File: src/inc/ccr_pkg.sv
// What this block does
// remote write block discards channel register writes
// remote target access unaffected by write block
// speed bit picks 50 ms or 1 s
// disable bit turns the watchdog off
// idle with SDA high means bus free
// idle with SDA low drives nine SCL clocks
// zero deserializer address disables its access
// lock autoloads deserializer address unless frozen
// freeze bit keeps the software written address
// software writing address should also freeze it; the code freezes only when bit 0 of the written value is set
// alias match replaced by physical target address
// zero alias disables remote target access
// watchdog restarts on any SCL or SDA edge
package ccr_pkg;
  localparam logic [7:0] ADDR_I2C_CTRL = 8'h05;
  localparam logic [7:0] ADDR_DES = 8'h06;
  localparam logic [7:0] ADDR_TGT_PHYS = 8'h07;
  localparam logic [7:0] ADDR_TGT_ALIAS = 8'h08;
  localparam logic [7:0] RESET_REG = 8'h00;
  localparam int BIT_WDOG_DIS = 0;
  localparam int BIT_WDOG_FAST = 1;
  localparam int BIT_REMOTE_WR_BLOCK = 2;
  localparam int BIT_FREEZE = 0;
  localparam longint CLK_HZ = 20000000;
  localparam longint WDOG_FAST_MS = 50;
  localparam longint WDOG_SLOW_MS = 1000;
  localparam longint WDOG_FAST_CYC_L = (WDOG_FAST_MS * CLK_HZ) / 1000;
  localparam longint WDOG_SLOW_CYC_L = (WDOG_SLOW_MS * CLK_HZ) / 1000;
  localparam int RECOVER_PULSES = 9;
  localparam int HALF_SCL_CYC = 50;

  typedef struct packed {
    logic valid;
    logic remote;
    logic write;
    logic [7:0] addr;
    logic [7:0] data;
  } ccr_reg_req_type;

  typedef struct packed {
    logic valid;
    logic [6:0] addr;
  } ccr_i2c_addr_type;
endpackage

File: src/logic/ccr_bus_watchdog.sv
`timescale 1ns/10ps
module ccr_bus_watchdog #(
  parameter int FAST_CYC = 1000000,
  parameter int SLOW_CYC = 20000000
) (
  // clock and reset
  input wire logic mclk,
  input wire logic rst,
  // control
  input wire logic wdogDisable,
  input wire logic wdogFast,
  // bus lines
  input wire logic sclIn,
  input wire logic sdaIn,
  // results
  output logic busFree,
  output logic sclOut,
  output logic sclOe,
  output logic recovering
);
  typedef enum logic [1:0] {
    WD_IDLE = 2'b00,
    WD_RECOVER = 2'b01
  } ccr_wd_state_type;

  ccr_wd_state_type state, next_state;
  logic [31:0] count, next_count;
  logic [7:0] halfCnt, next_halfCnt;
  logic [4:0] edges, next_edges;
  logic busFreeR, next_busFreeR;
  logic sclPrev, sdaPrev;
  logic activity;
  logic [31:0] limit;

  assign activity = (sclIn != sclPrev) || (sdaIn != sdaPrev);
  assign limit = wdogFast ? 32'(FAST_CYC) : 32'(SLOW_CYC);

  always_comb
  begin
    next_state = state;
    next_count = count;
    next_halfCnt = halfCnt;
    next_edges = edges;
    next_busFreeR = busFreeR;
    case (state)
      WD_IDLE:
      begin
        if (wdogDisable || activity) // see R4 //
        begin
          next_count = '0;
          next_busFreeR = 1'b0;
        end
        else if (count >= limit - 32'h1)
        begin
          next_count = '0;
          if (sdaIn)
            next_busFreeR = 1'b1;
          else
          begin
            next_state = WD_RECOVER;
            next_halfCnt = '0;
            next_edges = '0;
          end
        end
        else
          next_count = count + 32'h1;
      end
      WD_RECOVER:
      begin
        if (halfCnt == 8'(ccr_pkg::HALF_SCL_CYC - 1))
        begin
          next_halfCnt = '0;
          next_edges = edges + 5'h1;
          if (edges == 5'(2 * ccr_pkg::RECOVER_PULSES - 1))
            next_state = WD_IDLE;
        end
        else
          next_halfCnt = halfCnt + 8'h1;
      end
      default: next_state = WD_IDLE;
    endcase
  end

  always_ff @(posedge mclk)
  begin
    if (rst)
    begin
      state <= WD_IDLE;
      count <= '0;
      halfCnt <= '0;
      edges <= '0;
      busFreeR <= 1'b0;
      sclPrev <= 1'b1;
      sdaPrev <= 1'b1;
    end
    else
    begin
      state <= next_state;
      count <= next_count;
      halfCnt <= next_halfCnt;
      edges <= next_edges;
      busFreeR <= next_busFreeR;
      sclPrev <= sclIn;
      sdaPrev <= sdaIn;
    end
  end

  assign busFree = busFreeR;
  assign recovering = (state == WD_RECOVER);
  // low phase on even half periods; oe low means driving
  assign sclOut = 1'b0;
  assign sclOe = !(recovering && !edges[0]);
endmodule

File: src/logic/ccr_control_channel.sv
`timescale 1ns/10ps
module ccr_control_channel #(
  parameter int WDOG_FAST_CYC = int'(ccr_pkg::WDOG_FAST_CYC_L),
  parameter int WDOG_SLOW_CYC = int'(ccr_pkg::WDOG_SLOW_CYC_L)
) (
  // clock and reset
  input wire logic mclk,
  input wire logic rst,
  // register access, local host or channel
  input wire ccr_pkg::ccr_reg_req_type regReq,
  output logic [7:0] regRdData,
  output logic regWrDone,
  // auto load from the channel
  input wire logic rxLock,
  input wire logic [6:0] autoDesAddr,
  // local transaction address to remap
  input wire ccr_pkg::ccr_i2c_addr_type localAddr,
  output ccr_pkg::ccr_i2c_addr_type fwdAddr,
  output logic fwdToDes,
  output logic fwdDrop,
  // i2c bus lines
  input wire logic sclIn,
  input wire logic sdaIn,
  output logic sclOut,
  output logic sclOe,
  output logic busFree,
  output logic busRecovering
);
  logic [7:0] i2cCtrl, next_i2cCtrl;
  logic [7:0] desAddr, next_desAddr;
  logic [7:0] tgtPhys, next_tgtPhys;
  logic [7:0] tgtAlias, next_tgtAlias;
  logic lockPrev;
  logic [7:0] next_regRdData;
  logic next_regWrDone;
  ccr_pkg::ccr_i2c_addr_type next_fwdAddr;
  logic next_fwdToDes, next_fwdDrop;
  logic wrOk, lockRise;

  // remote writes to own registers are dropped when blocked
  assign wrOk = regReq.valid && regReq.write
    && !(regReq.remote && i2cCtrl[ccr_pkg::BIT_REMOTE_WR_BLOCK]);
  assign lockRise = rxLock && !lockPrev;

  always_comb
  begin
    next_i2cCtrl = i2cCtrl;
    next_desAddr = desAddr;
    next_tgtPhys = tgtPhys;
    next_tgtAlias = tgtAlias;
    next_regWrDone = wrOk;
    next_regRdData = regRdData;
    if (lockRise && !desAddr[ccr_pkg::BIT_FREEZE]) // see R8 //
      next_desAddr = {autoDesAddr, desAddr[ccr_pkg::BIT_FREEZE]};
    if (wrOk)
    begin
      case (regReq.addr)
        ccr_pkg::ADDR_I2C_CTRL: next_i2cCtrl = {5'h00, regReq.data[2:0]};
        ccr_pkg::ADDR_DES: next_desAddr = regReq.data;
        ccr_pkg::ADDR_TGT_PHYS: next_tgtPhys = {regReq.data[7:1], 1'b0};
        ccr_pkg::ADDR_TGT_ALIAS: next_tgtAlias = {regReq.data[7:1], 1'b0};
        default: next_i2cCtrl = i2cCtrl;
      endcase
    end
    if (regReq.valid && !regReq.write)
    begin
      case (regReq.addr)
        ccr_pkg::ADDR_I2C_CTRL: next_regRdData = i2cCtrl;
        ccr_pkg::ADDR_DES: next_regRdData = desAddr;
        ccr_pkg::ADDR_TGT_PHYS: next_regRdData = tgtPhys;
        ccr_pkg::ADDR_TGT_ALIAS: next_regRdData = tgtAlias;
        default: next_regRdData = 8'h00;
      endcase
    end
  end

  // address remap; remote target access ignores the write block
  always_comb
  begin
    next_fwdAddr = '0;
    next_fwdToDes = 1'b0;
    next_fwdDrop = 1'b0;
    if (localAddr.valid)
    begin
      if (tgtAlias[7:1] != 7'h00 && localAddr.addr == tgtAlias[7:1])
      begin
        next_fwdAddr = '{valid: 1'b1, addr: tgtPhys[7:1]};
        next_fwdToDes = 1'b1;
      end
      else if (desAddr[7:1] != 7'h00 && localAddr.addr == desAddr[7:1])
      begin
        next_fwdAddr = '{valid: 1'b1, addr: desAddr[7:1]};
        next_fwdToDes = 1'b1;
      end
      else
        next_fwdDrop = 1'b1;
    end
  end

  always_ff @(posedge mclk)
  begin
    if (rst)
    begin
      i2cCtrl <= ccr_pkg::RESET_REG;
      desAddr <= ccr_pkg::RESET_REG;
      tgtPhys <= ccr_pkg::RESET_REG;
      tgtAlias <= ccr_pkg::RESET_REG;
      lockPrev <= 1'b0;
      regRdData <= 8'h00;
      regWrDone <= 1'b0;
      fwdAddr <= '0;
      fwdToDes <= 1'b0;
      fwdDrop <= 1'b0;
    end
    else
    begin
      i2cCtrl <= next_i2cCtrl;
      desAddr <= next_desAddr;
      tgtPhys <= next_tgtPhys;
      tgtAlias <= next_tgtAlias;
      lockPrev <= rxLock;
      regRdData <= next_regRdData;
      regWrDone <= next_regWrDone;
      fwdAddr <= next_fwdAddr;
      fwdToDes <= next_fwdToDes;
      fwdDrop <= next_fwdDrop;
    end
  end

  ccr_bus_watchdog #(
    .FAST_CYC(WDOG_FAST_CYC),
    .SLOW_CYC(WDOG_SLOW_CYC)
  ) watchdog (
    .mclk(mclk),
    .rst(rst),
    .wdogDisable(i2cCtrl[ccr_pkg::BIT_WDOG_DIS]),
    .wdogFast(i2cCtrl[ccr_pkg::BIT_WDOG_FAST]),
    .sclIn(sclIn),
    .sdaIn(sdaIn),
    .busFree(busFree),
    .sclOut(sclOut),
    .sclOe(sclOe),
    .recovering(busRecovering)
  );

  AST_REMOTE_BLOCK: assert property (@(posedge mclk) disable iff (rst)
    regReq.valid && regReq.write && regReq.remote && i2cCtrl[2] && regReq.addr == ccr_pkg::ADDR_TGT_ALIAS
    |=> $stable(tgtAlias)) else $error("blocked remote write changed a register");
  AST_LOCAL_WRITE: assert property (@(posedge mclk) disable iff (rst)
    regReq.valid && regReq.write && !regReq.remote && regReq.addr == ccr_pkg::ADDR_TGT_ALIAS
    |=> tgtAlias[7:1] == $past(regReq.data[7:1])) else $error("local write lost");
  AST_REMAP_NOT_BLOCKED: assert property (@(posedge mclk) disable iff (rst)
    localAddr.valid && tgtAlias[7:1] != 7'h00 && localAddr.addr == tgtAlias[7:1]
    && !(regReq.valid && regReq.write) |=> fwdToDes) else $error("remote target access blocked");
  AST_REMAP_ADDR: assert property (@(posedge mclk) disable iff (rst)
    localAddr.valid && tgtAlias[7:1] != 7'h00 && localAddr.addr == tgtAlias[7:1]
    |=> fwdAddr.addr == $past(tgtPhys[7:1])) else $error("alias not remapped");
  AST_ZERO_ALIAS: assert property (@(posedge mclk) disable iff (rst)
    localAddr.valid && tgtAlias[7:1] == 7'h00 && desAddr[7:1] == 7'h00 |=> fwdDrop && !fwdToDes)
    else $error("zero address not disabled");
  AST_ZERO_DES: assert property (@(posedge mclk) disable iff (rst)
    localAddr.valid && desAddr[7:1] == 7'h00 && localAddr.addr != tgtAlias[7:1] |=> !fwdToDes)
    else $error("zero deserializer address not disabled");
  AST_AUTOLOAD: assert property (@(posedge mclk) disable iff (rst)
    lockRise && !desAddr[0] && !(regReq.valid && regReq.write) |=> desAddr[7:1] == $past(autoDesAddr))
    else $error("autoload missed");
  AST_FREEZE: assert property (@(posedge mclk) disable iff (rst)
    lockRise && desAddr[0] && !(regReq.valid && regReq.write) |=> $stable(desAddr))
    else $error("frozen address overwritten");
  AST_WDOG_OFF: assert property (@(posedge mclk) disable iff (rst)
    i2cCtrl[0] && !busRecovering |=> !busRecovering && !busFree) else $error("watchdog acted while off");
  AST_ACTIVITY: assert property (@(posedge mclk) disable iff (rst)
    !busRecovering && (sdaIn != $past(sdaIn)) |=> !busFree) else $error("activity did not restart watchdog");
  AST_NINE_CLOCKS: assert property (@(posedge mclk) disable iff (rst)
    $rose(busRecovering) |-> busRecovering [*8] ##[1:900] !busRecovering) else $error("recovery length wrong");
  AST_FREE_SDA: assert property (@(posedge mclk) disable iff (rst)
    $rose(busFree) |-> $past(sdaIn)) else $error("bus free while SDA low");
  CVR_REMAP: cover property (@(posedge mclk) disable iff (rst) fwdToDes && fwdAddr.addr == tgtPhys[7:1]);
  CVR_RECOVER: cover property (@(posedge mclk) disable iff (rst) $fell(busRecovering));
  CVR_FREE: cover property (@(posedge mclk) disable iff (rst) $rose(busFree));
  CVR_AUTOLOAD: cover property (@(posedge mclk) disable iff (rst) lockRise && !desAddr[0]);
  CVR_BLOCKED: cover property (@(posedge mclk) disable iff (rst) !wrOk && regReq.valid && regReq.write);

  // cycle count of one recovery, for the length check
  logic [9:0] recCycles, next_recCycles;

  always_comb
  begin
    next_recCycles = busRecovering ? recCycles + 10'h001 : 10'h000;
  end

  always_ff @(posedge mclk)
  begin
    if (rst)
      recCycles <= 10'h000;
    else
      recCycles <= next_recCycles;
  end

  AST_BLOCKED_NO_DONE: assert property (@(posedge mclk) disable iff (rst)
    regReq.valid && regReq.write && regReq.remote && i2cCtrl[ccr_pkg::BIT_REMOTE_WR_BLOCK] |=> !regWrDone)
    else $error("blocked remote write acknowledged");
  AST_REMOTE_WR_OPEN: assert property (@(posedge mclk) disable iff (rst)
    regReq.valid && regReq.write && !i2cCtrl[ccr_pkg::BIT_REMOTE_WR_BLOCK] |=> regWrDone)
    else $error("unblocked write not acknowledged");
  AST_DES_READ: assert property (@(posedge mclk) disable iff (rst)
    regReq.valid && !regReq.write && regReq.addr == ccr_pkg::ADDR_DES |=> regRdData == $past(desAddr))
    else $error("deserializer address read wrong");
  AST_RESERVED_ZERO: assert property (@(posedge mclk) disable iff (rst)
    !tgtPhys[0] && !tgtAlias[0] && i2cCtrl[7:3] == 5'h00) else $error("reserved bit set");
  AST_RECOVER_LENGTH: assert property (@(posedge mclk) disable iff (rst)
    $fell(busRecovering) |-> recCycles == 10'(2 * ccr_pkg::RECOVER_PULSES * ccr_pkg::HALF_SCL_CYC))
    else $error("recovery length wrong");
endmodule

File: config.mk
export PLATFORM = sky130hd
export DESIGN_NAME = ccr_control_channel
export DESIGN_NICKNAME = d
export VERILOG_FILES = /design/src/inc/ccr_pkg.sv /design/src/logic/ccr_bus_watchdog.sv /design/src/logic/ccr_control_channel.sv
export SDC_FILE = /design/constraint.sdc
export NUM_CORES = 1
export LEC_CHECK = 0
export ABC_CLOCK_PERIOD_IN_PS = 6900
export BUFFER_PORTS_ARGS = -buffer_cell sky130_fd_sc_hd__buf_4
export CORE_MARGIN = 8
export CORE_UTILIZATION = 60
export CTS_CLUSTER_DIAMETER = 80
export DETAILED_ROUTE_END_ITERATION = 10
export PLACE_DENSITY = 0.82
export SYNTH_ARGS = -nofsm -noshare
export SYNTH_HDL_FRONTEND = slang
export SYNTH_SLANG_ARGS = --single-unit
File: constraint.sdc
create_clock -name mclk -period 6.9 [get_ports mclk]
set_input_delay 0.345 -clock mclk [delete_from_list [all_inputs] [get_ports mclk]]
set_output_delay 0.345 -clock mclk [all_outputs]
set_load 0.01 [all_outputs]
==> results.tsv, run 1 <==
stage	metric	value	unit
synthesis	dominant synthesized flop cell	dfxtp_1	
floorplan	Ports	62	
clock_tree	root buf cell	clkbuf_8	
synthesis	Ys Warns	0	
layout	FILL cells	613	
synthesis	Synth Cell Area	4740	um2
floorplan	Die Height	105	um
setup_path	critical path capture point type	register	
floorplan	Die Area	11000	um2
setup_path	crit-path max cell delay	840	ps
global_routing	first-pass GRT wire length	20500	um
synthesis	post-synthesis instance total	545	
synthesis	EDFF count, synth	0	
clock_tree	Worst-Skew Late Latency	380	ps
setup_path	Max FO, Critical Path	28	
place	PortBufs	60	
clock_tree	maximum clock insertion buffer count	2	
detailed_routing	Vias	4368	
sta	Tcrit/Tclk final	47.7	%
detailed_routing	Pre-Repair DR Iteration Count	5	
power	Peak VDD IR	0.111	mV
setup_path	Critical Path RT	7200	ps
sta	Max Clock Skew	11.7	ps
setup_path	WP data arrival	3590	ps
synthesis	syn nets	602	
sta	Hold Vio Cnt, Final	0	
synthesis	Async SR Flop Fraction	0	%
place	Placer Congestion	0.967	
floorplan	# rows	32	
min_path	hold depth	2	
clock_tree	H-tree levels	3	
clock_tree	clk sinks	93	
global_routing	most crowded layer after global routing	met2	
clock_tree	Num CTS Buffers	9	
global_routing	M2 GR Usage	35.3	%
sta	final slew viol count	0	
detailed_routing	DR vias/cell	6.24	
run_status	status	finished clean	
power	pwr dens	178	nW/um2
setup_path	crit-path leading delay family	simple AND/OR/NAND/NOR gates	
clock_tree	clk slew on worst S/H paths	100	ps
global_routing	largest net degree at the start of global routing	39	
sta	worst setup margin	3610	ps
floorplan	Starting Density	61.7	%
sta	Final Setup Violations	0	
detailed_routing	Routed wire per std cell	17.4	um
global_routing	GRT overflow	0	
synthesis	Syn Area/Cell	8.70	um2
clock_tree	Post-CTS Hold Buffers	0	
layout	area grow syn2layout	13.8	%
layout	final core occ	70.2	%
sta	WHS	187	ps
detailed_routing	antenna-violating nets left	0	
place	DPL Wire Length	8850	um
setup_path	startpoint types	register	
layout	layout cell share with drive strength beyond 1	15.2	%
setup_path	CP max stage cell	nor2_2	
sta	f_max	304	MHz
global_routing	vias in the first global route	4357	
setup_path	WP buf/inv	1	
synthesis	sequential area share after synthesis	39.3	%
sta	unrepaired setup endpoints after global routing	no	
job	max cap viols	0	
layout	final std cells w/o fill	700	
sta	total negative slack	0	ps
layout	Nets	650	
clock_tree	CTS tree	done	
global_routing	total track usage	22.4	%
floorplan	Die X	105	um
global_routing	initial antenna violation count	0	
min_path	Hold WC Path Type	input pin to register	
detailed_routing	Routed WL	12200	um
sta	normalized max-slew margin	29.2	%
layout	# diodes	0	
power	Pleak	2.05	nW
detailed_routing	DRC	0	
clock_tree	post-cts resize count	0	
setup_path	R2R depth	8	
setup_path	CP Depth	8	
place	pre-CTS WS	3660	ps
clock_tree	post-CTS setup buffer count	0	
synthesis	Netlist cell types	58	
setup_path	Crit Path Class	register to register	
floorplan	core region area	7690	um2
global_routing	met1 Use GR	27.8	%
synthesis	#FFs+latches synth	93	
sta	worst slew pin tran	1050	ps
setup_path	cells along the critical path	inv_1 > ha_1 > a21o_1 > a21oi_1 > o2111ai_1 > nor2_2 > nand2_1 > o21ai_0	
global_routing	met3 GRT Util	4.36	%
sta	minimum clock period	3290	ps
place	placed insts	684	
detailed_routing	1st-iter DRT viols	227	
==> per-layer routing <==
metal	routed length, um	up-vias
met5	0	-
met4	537	0
met3	856	50
met2	5550	197
met1	5220	2022
li1	-	2099
==> per-stage QoR <==
step	instance area (um2)	power (mW)
2_1_floorplan	4740	0.595
3_3_place_gp	5220	0.623
3_5_place_dp	5220	0.626
4_1_cts	5390	0.959
5_1_grt	5390	0.990
6_report	5390	0.958
==> flip-flops by register name, indices dropped and copies added (netlist names), 3 cells and up <==
register,count
regRdData,8
watchdog.count,32
watchdog.edges,5
watchdog.halfCnt,8
tgtPhys,7
fwdAddr,8
i2cCtrl,3
desAddr,8
tgtAlias,7
==> cell type report <==
type | count | area [um2] | share of cell area, %
timing repair buffer | 63 | 473 | 8.77
inverter | 13 | 48.8 | 0.905
clock inverter | 7 | 55.1 | 1.02
sequential | 93 | 1860 | 34.5
clock buffer | 9 | 124 | 2.30
tap | 102 | 128 | 2.37
multi-input combinational | 413 | 2700 | 50.1
==> worst register-to-register path, cell delays in order (launching register included) <==
cell and delay [ps]:
dfxtp_1 590, inv_1 190, ha_1 330, a21o_1 180
a21oi_1 220, o2111ai_1 210, nor2_2 840, nand2_1 410
o21ai_0 250
==> placed cells by master (no fill, tap or decap), drive strengths merged, types with 3 or more instances in the layout <==
cell    netlist  layout
buf          11      63
nor3b         4       4
xor2         11      11
a211oi        9       9
clkbuf       15       9
nor3          8       8
and4          3       3
nand3        32      32
nand4        19      19
a211o         3       3
a222oi        7       7
o22ai         9       9
a21o          4       4
nor2         47      47
nand2b        5       5
and2         13      13
a22oi         3       3
dfxtp        93      93
nand3b        6       6
or3           4       4
a21oi        17      17
mux2i        29      29
inv          13      17
o21ai        21      21
ha           18      18
nor4          6       6
and3         11      11
xnor2        15      15
nor2b         6       6
a31oi        23      23
nand2        53      53
==> worst paths after layout <==
kind	from	to	slack [ps]
setup / recovery	i2cCtrl[1]$_SDFFE_PP0P_	watchdog.count[8]$_SDFFE_PP0N_	3610
hold / removal	sclIn	watchdog.sclPrev$_SDFF_PP1_	190
setup reg to reg	i2cCtrl[1]$_SDFFE_PP0P_	watchdog.count[8]$_SDFFE_PP0N_	3610
hold reg to reg	regRdData[7]$_SDFFE_PP0P_	regRdData[7]$_SDFFE_PP0P_	460
==> kinds of logic (layout without fill, tap and decap cells) <==
group                      count (synthesis)  count (layout)  synth area share [%]
other                                      1               1                0.0791
AOI/OAI and AO/OA                        111             111                  16.0
DFF                                       93              93                  39.3
buffers and inverters                     39              92                  3.77
muxes                                     29              29                  6.12
adders and majority gates                 18              18                  4.75
and+or+nand+nor                          228             228                  25.2
xor gates and xnor gates                  26              26                  4.80
==> cell usage after synthesis (13+ instances only) <==
cell | count | share of area (%)
nor2_1 | 46 | 3.6
mux2i_1 | 29 | 6.1
and2_1 | 13 | 1.7
xnor2_1 | 15 | 2.8
ha_1 | 18 | 4.8
nand2_1 | 52 | 4.1
clkbuf_1 | 14 | 1.1
inv_1 | 13 | 1.0
o21ai_0 | 15 | 1.6
nand4_1 | 19 | 2.5
dfxtp_1 | 93 | 39
a31oi_1 | 23 | 3.0
a21oi_1 | 17 | 1.8
nand3_1 | 31 | 3.3
==> power by group <==
part	switching (mW)	internal [mW]
registers	0.00618	0.541
logic	0.0355	0.0319
clock network	0.207	0.136
Note: power is estimated with default switching activity, not from simulation.
==> inputs of run 2 (changes only) <==
--- a/config.mk
+++ b/config.mk
@@ -5,13 +5,13 @@
 export SDC_FILE = /design/constraint.sdc
 export NUM_CORES = 1
 export LEC_CHECK = 0
-export ABC_CLOCK_PERIOD_IN_PS = 6900
+export ABC_CLOCK_PERIOD_IN_PS = 3400
 export BUFFER_PORTS_ARGS = -buffer_cell sky130_fd_sc_hd__buf_4
 export CORE_MARGIN = 8
-export CORE_UTILIZATION = 60
+export CORE_UTILIZATION = 58
 export CTS_CLUSTER_DIAMETER = 80
 export DETAILED_ROUTE_END_ITERATION = 10
-export PLACE_DENSITY = 0.82
+export PLACE_DENSITY = 0.8
 export SYNTH_ARGS = -nofsm -noshare
 export SYNTH_HDL_FRONTEND = slang
 export SYNTH_SLANG_ARGS = --single-unit
==> constraint.sdc (replaced) <==
create_clock -name mclk -period 3.4 [get_ports mclk]
set_input_delay 0.17 -clock mclk [delete_from_list [all_inputs] [get_ports mclk]]
set_output_delay 0.17 -clock mclk [all_outputs]
set_load 0.01 [all_outputs]
==> run 2 against run 1 <==
Effect of this change:
- first-iteration DRC count grew 53%
- critical path depth rose by 2
- cell area increased by 0.81%
- count of clock-buffer cells in the layout is the same
- combinational power rose by 110%
- highest routed layer unchanged
==> results.tsv, run 2 (synthesis results as in run 1) <==
stage	metric	value	unit	change
global_routing	GRT overflow	0		unchanged
floorplan	Die X	106	um	+1.4%
place	Placer Congestion	0.913		-5.5%
global_routing	first-pass GRT wire length	19500	um	-4.9%
floorplan	Ports	62		unchanged
sta	final slew viol count	0		unchanged
detailed_routing	routed wire length on met2	5920	um	+6.7%
global_routing	total track usage	20.8	%	-1.5 points
global_routing	initial antenna violation count	0		unchanged
setup_path	WP data arrival	3180	ps	-410 ps
setup_path	crit-path leading delay family	compound AO/OA/AOI/OAI gates		
floorplan	# rows	33		+3.1%
detailed_routing	Pre-Repair DR Iteration Count	7		+2
clock_tree	post-cts resize count	0		unchanged
detailed_routing	1st-iter DRT viols	348		+53%
sta	worst setup margin	476	ps	-3130 ps
sta	minimum clock period	2920	ps	-368 ps
clock_tree	CTS tree	done		
setup_path	cells along the critical path	inv_1 > ha_1 > nor4bb_1 > nand4_1 > o21ai_1 > o21ai_2 > buf_4 > buf_4 > a31oi_1 > mux2i_1		
power	pwr dens	362	nW/um2	+100%
sta	f_max	342	MHz	+13%
detailed_routing	Routed wire per std cell	16.9	um	-2.9%
sta	Max Clock Skew	17.5	ps	+5.85 ps
clock_tree	maximum clock insertion buffer count	2		unchanged
layout	final core occ	67.5	%	-2.6 points
layout	layout cell share with drive strength beyond 1	15.8	%	+0.56 points
clock_tree	clk slew on worst S/H paths	100	ps	about the same
floorplan	Die Area	11300	um2	+2.9%
place	DPL Wire Length	8880	um	+0.32%
layout	most flop-heavy register	watchdog.count		
detailed_routing	Top Metal Used	met4		
layout	Nets	654		+0.62%
power	Peak VDD IR	0.233	mV	+110%
setup_path	CP most frequent cell	buf_4		
layout	# diodes	0		unchanged
sta	total negative slack	0	ps	unchanged
sta	Tcrit/Tclk final	86.0	%	+38 points
power	Pleak	2.07	nW	+1.1%
detailed_routing	Routed WL	11900	um	-1.9%
clock_tree	post-CTS setup buffer count	0		unchanged
layout	most frequent cells in the layout	93 x dfxtp_1, 67 x buf_4, 52 x nand2_1		
floorplan	Starting Density	58.9	%	-2.8 points
clock_tree	clk sinks	93		unchanged
layout	most common cell after layout, fill and taps aside	dfxtp_1		
setup_path	crit-path max cell delay	590	ps	-250 ps
sta	unrepaired setup endpoints after global routing	no		
setup_path	WP buf/inv	3		+2
place	pre-CTS WS	580	ps	-3080 ps
detailed_routing	DR vias/cell	6.15		-1.5%
min_path	Hold WC Path Type	input pin to register		
run_status	status	finished clean		
setup_path	Critical Path RT	3650	ps	-3550 ps
sta	Final Setup Violations	0		unchanged
clock_tree	Num CTS Buffers	9		unchanged
detailed_routing	Vias	4346		-0.50%
floorplan	core region area	8050	um2	+4.7%
detailed_routing	met3 wire length	672	um	-21%
clock_tree	Worst-Skew Late Latency	370	ps	about the same
global_routing	largest net degree at the start of global routing	39		unchanged
setup_path	Max FO, Critical Path	15		-46%
clock_tree	Post-CTS Hold Buffers	0		unchanged
sta	normalized max-slew margin	25.5	%	-3.7 points
job	max cap viols	0		unchanged
sta	WHS	11.7	ps	-176 ps
setup_path	critical path capture point type	register		
floorplan	Die Height	106	um	+1.4%
layout	max reg flops	32		unchanged
setup_path	startpoint types	register		
sta	worst slew pin tran	1100	ps	+54.3 ps
place	PortBufs	60		unchanged
detailed_routing	DRC	0		unchanged
setup_path	Crit Path Class	register to register		
global_routing	vias in the first global route	4089		-6.2%
sta	Hold Vio Cnt, Final	0		unchanged
setup_path	CP max stage cell	dfxtp_1		
layout	area grow syn2layout	14.7	%	
detailed_routing	antenna-violating nets left	0		unchanged
detailed_routing	M1 wire length	5210	um	-0.21%
clock_tree	root buf cell	clkbuf_8		
clock_tree	H-tree levels	3		unchanged
run 2: cell count changes in the layout (fill, tap and decap cells not counted):
cell,before,now
inv_8,1,2
inv_6,3,2
clkinv_2,2,0
buf_4,63,67
clkinv_4,0,2
run 2: worst paths after layout:
kind	startpoint	end	slack [ps]	depth (start not counted)
max	i2cCtrl[1]$_SDFFE_PP0P_	watchdog.count[23]$_SDFFE_PP0N_	480	10
min	sclIn	watchdog.sclPrev$_SDFF_PP1_	10	2
min reg2reg	regRdData[3]$_SDFFE_PP0P_	regRdData[3]$_SDFFE_PP0P_	460	2
max reg2reg	i2cCtrl[1]$_SDFFE_PP0P_	watchdog.count[23]$_SDFFE_PP0N_	480	10
run 2: per-stage QoR:
| stage | cell area [um2] | std cells | total power [mW] |
|---|---|---|---|
| finish | 5440 | 707 | 1.97 |
| global route | 5440 | 707 | 2.05 |
| CTS | 5440 | 707 | 1.98 |
| detailed placement | 5250 | 691 | 1.27 |
| global placement | 5250 | 691 | 1.27 |
| floorplan | 4740 | 545 | 1.21 |
run 2: layout make-up:
class / count / area (um2)
multi-input combinational: 413 / 2700
fill: 681 / 2610
sequential: 93 / 1860
timing repair buffer: 67 / 503
tap: 105 / 131
clock buffer: 9 / 124
clock inverter: 7 / 65.1
inverter: 13 / 48.8
run 2: layer usage:
metal,vias up,GRT usage [%]
met5,-,0
met4,0,6.83
met3,13,3.93
met2,158,35.5
met1,2066,25.8
li1,2109,-
run 2: power by group:
| part | internal (mW) | switching [mW] | leakage (nW) |
|---|---|---|---|
| Clock | 0.284 | 0.437 | 0.0943 |
| Sequential | 1.10 | 0.0127 | 0.751 |
| Combinational | 0.0663 | 0.0723 | 1.23 |
| Total | 1.45 | 0.522 | 2.07 |
run 2: worst reg2reg max path, cell delays in order (launching register included):
cell      delay [ps]
dfxtp_1          590
inv_1            200
ha_1             330
nor4bb_1         380
nand4_1          160
o21ai_1          240
o21ai_2          220
buf_4            240
buf_4            180
a31oi_1          180
mux2i_1          100
